**src/hw/rwdt_pkg.sv**
```systemverilog
// Constants shared by the runaway watchdog timer.
// Assumes byte offsets relative to the block's base address.
package rwdt_pkg;

  // ----------------------------------------------------------------
  // Register map
  // ----------------------------------------------------------------
  localparam logic [31:0] RWDT_BASE_ADDR  = 32'h4004_0000;
  localparam logic [15:0] RWDT_MODE_OFS   = 16'h0000;
  localparam logic [15:0] RWDT_CMD_OFS    = 16'h0004;
  localparam logic [15:0] RWDT_STATUS_OFS = 16'h0008;
  localparam logic [15:0] RWDT_MASK_OFS   = 16'h000C;

  // ----------------------------------------------------------------
  // Mode register fields
  // ----------------------------------------------------------------
  localparam int RWDT_ENABLE_BIT = 7;
  localparam int RWDT_SEL_LSB    = 4;
  localparam int RWDT_SEL_MSB    = 6;
  localparam int RWDT_IDLE_BIT   = 2;
  localparam int RWDT_ACTION_BIT = 1;
  localparam int RWDT_SPARE_BIT  = 0;

  localparam logic       RWDT_ENABLE_RST = 1'h1;
  localparam logic [2:0] RWDT_SEL_RST    = 3'h0;
  localparam logic       RWDT_IDLE_RST   = 1'h0;
  localparam logic       RWDT_ACTION_RST = 1'h1;
  localparam logic       RWDT_SPARE_RST  = 1'h0;
  localparam logic [2:0] RWDT_SEL_MAX    = 3'h5;

  // ----------------------------------------------------------------
  // Command codes and counter
  // ----------------------------------------------------------------
  localparam logic [7:0] RWDT_CODE_CLEAR   = 8'h4E;
  localparam logic [7:0] RWDT_CODE_DISABLE = 8'hB1;

  localparam int RWDT_CNT_W      = 25;
  localparam int RWDT_BASE_LOG2  = 15;
  localparam int RWDT_STEP_LOG2  = 2;

endpackage : rwdt_pkg

```
**src/hw/rwdt_top.sv**
```systemverilog
// Runaway watchdog timer with mode, command, status and mask registers.
// Assumes a single clock, synchronous inputs and a plain register port.
//
// What this block does
// - On timeout raise the timeout interrupt or a reset, per action select.
// - The timeout interrupt is a non-maskable source to the processor.
// - On timeout the active-low timeout pin signal is driven low.
// - That pin is not brought out of this product.
// - Mode register at offset 0x0, command register at 0x4, base 0x4004_0000.
// - Counter selects timeout after 2^15..2^25 cycles; codes 110, 111 barred.
// - Writing 0x4E clears the counter; 0xB1 disables; other codes reserved.
// - Action select: 0 interrupt, 1 reset; resets to 1.
// - Counting starts right after reset release without software.
//
// The plain strobed port is this design's own decision.
`timescale 1ns/1ps

module rwdt_top
  import rwdt_pkg::*;
#(
  parameter int TIMEOUT_BASE_LOG2 = RWDT_BASE_LOG2
) (
  input  wire logic        clk,
  input  wire logic        srst,
  input  wire logic        clk_en,
  input  wire logic        idle_mode,
  input  wire logic [15:0] reg_addr,
  input  wire logic [31:0] reg_wdata,
  input  wire logic        reg_wr,
  input  wire logic        reg_rd,
  output logic      [31:0] reg_rdata,
  output logic             timeout_interrupt,
  output logic             reset_request,
  output logic             irq
);

  // ----------------------------------------------------------------
  // Register decode
  // ----------------------------------------------------------------
  logic                  enable;
  logic [2:0]            sel;
  logic                  idle_run;
  logic                  action_select;
  logic                  spare;
  logic                  status;
  logic                  mask;
  logic [RWDT_CNT_W-1:0] count;
  logic [RWDT_CNT_W-1:0] terminal;
  logic                  timeout_output_pin_n;
  logic                  running;
  logic                  tmo_event;
  logic                  wr_mode;
  logic                  wr_cmd;
  logic                  wr_status;
  logic                  wr_mask;
  logic                  cmd_clear;
  logic                  cmd_disable;
  logic [4:0]            shift;

  assign wr_mode   = reg_wr && (reg_addr == RWDT_MODE_OFS);
  assign wr_cmd    = reg_wr && (reg_addr == RWDT_CMD_OFS);
  assign wr_status = reg_wr && (reg_addr == RWDT_STATUS_OFS);
  assign wr_mask   = reg_wr && (reg_addr == RWDT_MASK_OFS);

  assign cmd_clear   = wr_cmd && (reg_wdata[7:0] == RWDT_CODE_CLEAR);
  assign cmd_disable = wr_cmd && (reg_wdata[7:0] == RWDT_CODE_DISABLE);

  // ----------------------------------------------------------------
  // Mode register
  // ----------------------------------------------------------------
  // action reset value
  always_ff @(posedge clk) begin
    if (srst) begin
      enable        <= RWDT_ENABLE_RST;
      sel           <= RWDT_SEL_RST;
      idle_run      <= RWDT_IDLE_RST;
      action_select <= RWDT_ACTION_RST;
      spare         <= RWDT_SPARE_RST;
    end else if (clk_en) begin
      if (wr_mode) begin
        enable        <= reg_wdata[RWDT_ENABLE_BIT];
        idle_run      <= reg_wdata[RWDT_IDLE_BIT];
        action_select <= reg_wdata[RWDT_ACTION_BIT];
        spare         <= reg_wdata[RWDT_SPARE_BIT];
        if (reg_wdata[RWDT_SEL_MSB:RWDT_SEL_LSB] <= RWDT_SEL_MAX) begin
          sel <= reg_wdata[RWDT_SEL_MSB:RWDT_SEL_LSB];
        end
      end else if (cmd_disable) begin
        enable <= 1'b0;
      end
    end
  end

  // ----------------------------------------------------------------
  // Binary counter
  // ----------------------------------------------------------------
  // Counting pauses in idle unless software asked it to keep running.
  assign running = enable && (!idle_mode || idle_run);

  assign shift    = 5'(TIMEOUT_BASE_LOG2)
                  + 5'(RWDT_STEP_LOG2) * {2'b00, sel};
  assign terminal = RWDT_CNT_W'((26'h1 << shift) - 26'h1);

  assign tmo_event = running && (count == terminal);

  always_ff @(posedge clk) begin
    if (srst) begin
      count <= '0;
    end else if (clk_en) begin
      if (!enable || cmd_clear || cmd_disable || tmo_event) begin
        count <= '0;
      end else if (running) begin
        count <= count + RWDT_CNT_W'(1);
      end
    end
  end

  // ----------------------------------------------------------------
  // Timeout consequences
  // ----------------------------------------------------------------
  // nmi or reset
  always_ff @(posedge clk) begin
    if (srst) begin
      timeout_interrupt <= 1'b0;
    end else if (clk_en) begin
      timeout_interrupt <= tmo_event && !action_select;
    end
  end

  // The reset request stays up until the system reset comes back to us.
  always_ff @(posedge clk) begin
    if (srst) begin
      reset_request <= 1'b0;
    end else if (clk_en && tmo_event && action_select) begin
      reset_request <= 1'b1;
    end
  end

  // internal pin
  // The low level is kept on chip and only visible in the status read.
  always_ff @(posedge clk) begin
    if (srst) begin
      timeout_output_pin_n <= 1'b1;
    end else if (clk_en) begin
      if (tmo_event) begin
        timeout_output_pin_n <= 1'b0;
      end else if (cmd_clear || !enable) begin
        timeout_output_pin_n <= 1'b1;
      end
    end
  end

  // ----------------------------------------------------------------
  // Status, mask and interrupt
  // ----------------------------------------------------------------
  // A timeout in the same cycle as a write-one-to-clear keeps the bit set.
  always_ff @(posedge clk) begin
    if (srst) begin
      status <= 1'b0;
    end else if (clk_en) begin
      status <= (status && !(wr_status && reg_wdata[0])) || tmo_event;
    end
  end

  always_ff @(posedge clk) begin
    if (srst) begin
      mask <= 1'b0;
    end else if (clk_en && wr_mask) begin
      mask <= reg_wdata[0];
    end
  end

  assign irq = status && mask;

  // ----------------------------------------------------------------
  // Read port
  // ----------------------------------------------------------------
  // read mux
  always_ff @(posedge clk) begin
    if (srst) begin
      reg_rdata <= '0;
    end else if (clk_en) begin
      reg_rdata <= '0;
      if (reg_rd) begin
        unique case (reg_addr)
          RWDT_MODE_OFS:   reg_rdata <= {24'h00_0000, enable, sel, 1'b0,
                                         idle_run, action_select, spare};
          RWDT_STATUS_OFS: reg_rdata <= {30'h0000_0000,
                                         !timeout_output_pin_n, status};
          RWDT_MASK_OFS:   reg_rdata <= {31'h0000_0000, mask};
          default:         reg_rdata <= '0;
        endcase
      end
    end
  end

  // ----------------------------------------------------------------
  // Assertions
  // ----------------------------------------------------------------
  property p_start_reset;
    @(posedge clk) disable iff (srst)
      $past(srst) |-> (enable && action_select && count == '0);
  endproperty
  a_start_reset: assert property (p_start_reset)
    else $error("mode not at reset values after reset");

  property p_hold_zero;
    @(posedge clk) disable iff (srst)
      (clk_en && !enable) |=> (count == '0);
  endproperty
  a_hold_zero: assert property (p_hold_zero)
    else $error("counter moved while disabled");

  property p_clear;
    @(posedge clk) disable iff (srst)
      (clk_en && cmd_clear) |=> (count == '0);
  endproperty
  a_clear: assert property (p_clear)
    else $error("clear code did not zero the counter");

  property p_disable;
    @(posedge clk) disable iff (srst)
      (clk_en && cmd_disable) |=> !enable ##1 (count == '0);
  endproperty
  a_disable: assert property (p_disable)
    else $error("disable code did not stop the watchdog");

  property p_nmi;
    @(posedge clk) disable iff (srst)
      (clk_en && tmo_event && !action_select)
        |=> timeout_interrupt && !reset_request;
  endproperty
  a_nmi: assert property (p_nmi)
    else $error("timeout did not raise the interrupt");

  property p_reset;
    @(posedge clk) disable iff (srst)
      (clk_en && tmo_event && action_select)
        |=> reset_request && !timeout_interrupt;
  endproperty
  a_reset: assert property (p_reset)
    else $error("timeout did not request a reset");

  property p_pin_low;
    @(posedge clk) disable iff (srst)
      (clk_en && tmo_event) |=> !timeout_output_pin_n && status;
  endproperty
  a_pin_low: assert property (p_pin_low)
    else $error("timeout did not pull the pin low");

  property p_barred_sel;
    @(posedge clk) disable iff (srst)
      (clk_en && wr_mode
        && reg_wdata[RWDT_SEL_MSB:RWDT_SEL_LSB] > RWDT_SEL_MAX)
        |=> $stable(sel);
  endproperty
  a_barred_sel: assert property (p_barred_sel)
    else $error("barred detection code was stored");

  property p_event_at_term;
    @(posedge clk) disable iff (srst)
      (clk_en && running && count == terminal - RWDT_CNT_W'(1)
        && !cmd_clear && !wr_mode && !cmd_disable)
        |=> (count == terminal) && (tmo_event || !running);
  endproperty
  a_event_at_term: assert property (p_event_at_term)
    else $error("timeout missed its terminal count");

  // A paused counter must not creep towards a timeout while the CPU idles.
  property p_pause;
    @(posedge clk) disable iff (srst)
      (clk_en && enable && idle_mode && !idle_run && !cmd_clear
        && !cmd_disable) |=> $stable(count);
  endproperty
  a_pause: assert property (p_pause)
    else $error("counter moved while paused in idle");

  property p_rdata_idle;
    @(posedge clk) disable iff (srst)
      (clk_en && !reg_rd) |=> (reg_rdata == '0);
  endproperty
  a_rdata_idle: assert property (p_rdata_idle)
    else $error("read data stood outside its read cycle");

  property p_reset_holds;
    @(posedge clk) disable iff (srst)
      reset_request |=> reset_request;
  endproperty
  a_reset_holds: assert property (p_reset_holds)
    else $error("reset request dropped before the system reset");

  c_nmi:   cover property (@(posedge clk) disable iff (srst)
                           timeout_interrupt);
  c_reset: cover property (@(posedge clk) disable iff (srst)
                           $rose(reset_request));
  c_clear: cover property (@(posedge clk) disable iff (srst)
                           cmd_clear && count != '0);
  c_pause: cover property (@(posedge clk) disable iff (srst)
                           enable && idle_mode && !idle_run);
  c_off:   cover property (@(posedge clk) disable iff (srst)
                           cmd_disable);

endmodule : rwdt_top

```
**config.mk**
```make
export PLATFORM = sky130hd
export DESIGN_NAME = rwdt_top
export DESIGN_NICKNAME = d
export VERILOG_FILES = /design/src/hw/rwdt_pkg.sv /design/src/hw/rwdt_top.sv
export SDC_FILE = /design/constraint.sdc
export NUM_CORES = 1
export LEC_CHECK = 0
export ABC_AREA = 0
export BUFFER_PORTS_ARGS = -buffer_cell sky130_fd_sc_hd__buf_2
export CAP_MARGIN = 10
export CORE_UTILIZATION = 50
export CTS_CLUSTER_SIZE = 14
export DETAILED_ROUTE_END_ITERATION = 7
export PLACE_DENSITY = 0.79
export SLEW_MARGIN = 10
export SYNTH_ARGS = -nofsm -noshare
export SYNTH_HDL_FRONTEND = slang
export SYNTH_SLANG_ARGS = --single-unit
```
**constraint.sdc**
```tcl
create_clock -name clk -period 4.4 [get_ports clk]
set_input_delay 0.88 -clock clk [delete_from_list [all_inputs] [get_ports clk]]
set_output_delay 0.88 -clock clk [all_outputs]
set_load 0.02 [all_outputs]
```
==> metrics.cfg <==
[outcome]
status=finished clean

[clocking]
post_cts_resized=0
insertion_delay_ns=0.30
tritoncts=yes
htreeDepth=2
clk_pin_slew_ns=0.08
cts_root_buf=clkbuf_8
clockBufferDepth=2
cts_num_sinks=44
postCtsSetupBuffers=0
cts_made_buffers=5
cts_hold_buf=0

[yosys]
yosysTopAreaCellShare_pct=31.3
ys_warn_count=0
synth_flop_cell=dfxtp_1
synth_xor_area_share_pct=5.60
synth_cells=349
netlist_area_mm2=0.00282
synth_fa_ha_area_share_pct=0.888
yosysUniqueCellTypes=59
async_flop_share_pct=0
synth_edf_count=0
muxShareOfSynthArea_pct=2.13
synth_compound_area_share_pct=19.1
yosys-top-cells-area=dfxtp_1 (31%), buf_4 (6.9%), xnor2_1 (5.3%)
synth_top_family_by_area=simple AND/OR/NAND/NOR gates
ys_seq_area_share_pct=31.3
ys_ff_latch=44
syn_area_per_cell_um2=8.07
synth_top_cell_by_area=dfxtp_1
yosys.area_share.simple_pct=27.8

[worst_setup_path]
cpMaxStageDelayCell=nor4b_1
cp.required_ns=4.60
cp_max_fo=15
cp_data_arrival_time_ns=3.38
worstSetupPathType=in2reg
path_cells=buf_2 -> nand4b_1 -> nor4b_1 -> o31ai_2 -> or2_0 -> or3_1 -> a221oi_1
crit_buf_inv=1
slowest_delay_ns=0.63
worstSetupEndpointType=register
crit_path_start_kind=primary input
crit_family=simple AND/OR/NAND/NOR gates

[floorplan]
die_area_mm2=0.00594
io_pins=89
die_w_um=77.1
core_area_mm2=0.00527
start_util_pct=53.4
die_height_um=77.1
rows=26

[global_routing]
track_usage_pct=22.3
grt_overflow=0
grt_max_degree=47
antenna_found_initial=0
grt_pass1_wl_mm=10.8
first_global_vias=2340

[timing]
fin_tns_setup_ns=0
final-max-slew-violation-count=0
setup-violations-final=0
fin_hold_ws_ns=0.473
rsz0062_at_grt=false
hold_viol=0
tightest_slew_ns=1.03
finalCritPeriodShare_pct=72.3
max_freq_ghz=0.315
max-slew-margin-rel_pct=31.5
fin_crit_ns=3.18
skew_ns=0.00608

[detailed_routing]
ant_nets=0
vias=2581
vias_per_cell=5.83
post_drt_wl_per_cell_um=14.4
drtIter0Drc=274
drtPass1Iterations=4
drc=0
wirelength_mm=6.36

[final_layout]
layout_common_cells=dfxtp_1 (44), buf_2 (39), nor2_1 (27), conb_1 (27), nand2_1 (26)
drive_gt1_share_pct=16.4
area_delta_synth_final_pct=6.62
antennaDiodeCount=0
n_fill_cell=485
final_common_cell=dfxtp_1
fin_nets=429

[power_and_ir_drop]
p_leak_nw=1.07
ir_worst_vdd_v=0.000209
p_per_area_mw_per_mm2=248

[placement]
portBuffers=39
gp_congestion=0.856
place_hpwl_mm=4.51

[run]
maxCapViolCount=0

[min_path]
hp-class=reg2reg

==> cell usage after synthesis, types with 6 or more instances <==
library cell / n
dfxtp_1: 44
nor2_1: 27
buf_4: 26
nand2_1: 26
a211oi_1: 17
xnor2_1: 17
nor3_1: 16
nand3_1: 13
nor4_1: 13
clkbuf_1: 12
inv_1: 12
nand4_1: 10
o21ai_0: 9
a21oi_1: 8
buf_2: 8
a22oi_1: 7
mux2i_1: 6
or3_1: 6
==> worst reg2reg max path: stages (launching register included) <==
cell      delay, ns
dfxtp_1        0.56
o21ai_1        0.10
a2111o_1       0.42
a211o_1        0.25
or4_4          0.59
o21ai_4        0.57
a221oi_1       0.20
==> per-stage QoR <==
step | setup slack [ns] | instances | utilization (%) | total power (W) | cell area [µm²]
after floorplan | 1.73 | 374 | - | 0.000472 | 2910
after global placement | 1.07 | 436 | 55.2 | 0.000476 | 2910
after detailed placement | 0.868 | 436 | 55.2 | 0.000477 | 2910
after CTS | 1.18 | 443 | 57.0 | 0.000748 | 3000
after global routing | 1.06 | 443 | 57.0 | 0.000768 | 3000
final | 1.22 | 443 | 57.0 | 0.000745 | 3000
==> cells by family after synthesis <==
group | count (synthesis)
buffers and inverters | 63
adder cells (fa/ha/maj) | 2
AND/OR/NAND/NOR | 143
flip-flops | 44
XOR/XNOR | 18
multiplexers | 6
AO/OA/AOI/OAI | 71
other | 2
==> state kept, by name (all words and copies together), names as in the netlist <==
name                  count
action_select             1
reg_rdata                 7
reset_request             1
count                    25
spare                     1
sel                       3
enable                    1
timeout_interrupt         1
timeout_output_pin_n      1
mask                      1
idle_run                  1
status                    1
==> path summary, 6_finish.rpt <==
path / from / end / slack (ns) / cells after the start
max: reg_wdata[1] / count[12]$_SDFFE_PP0P_ / 1.22 / 7
min reg2reg: reg_rdata[0]$_SDFFE_PP0P_ / reg_rdata[0]$_SDFFE_PP0P_ / 0.47 / 2
max reg2reg: sel[1]$_SDFFE_PP0P_ / count[12]$_SDFFE_PP0P_ / 1.56 / 6
min: reg_rdata[0]$_SDFFE_PP0P_ / reg_rdata[0]$_SDFFE_PP0P_ / 0.47 / 2
==> area by class of cell <==
type / count / area (µm²) / area share (%)
clock buffers: 7 / 96.3 / 3.21
inverters: 12 / 45.0 / 1.50
multi-input cells: 267 / 1670 / 55.5
flip-flops and latches: 44 / 881 / 29.3
well taps: 70 / 87.6 / 2.92
repair buffers: 43 / 225 / 7.50
==> power breakdown <==
| part | total [W] | internal (W) | switching, W |
|---|---|---|---|
| sequential | 0.000400 | 0.000398 | 0.00000112 |
| clock | 0.000275 | 0.000140 | 0.000135 |
| combinational | 0.0000702 | 0.0000186 | 0.0000516 |
==> per-layer routing <==
layer / vias up / part of all wire, % / track usage, %
li1: 1276 / - / -
met1: 1212 / 45 / 29.2
met2: 84 / 48 / 36.8
met3: 9 / 5.7 / 4.05
met4: 0 / 1.3 / 7.36
met5: - / 0 / 0
Note: power is estimated with default switching activity, not from simulation.
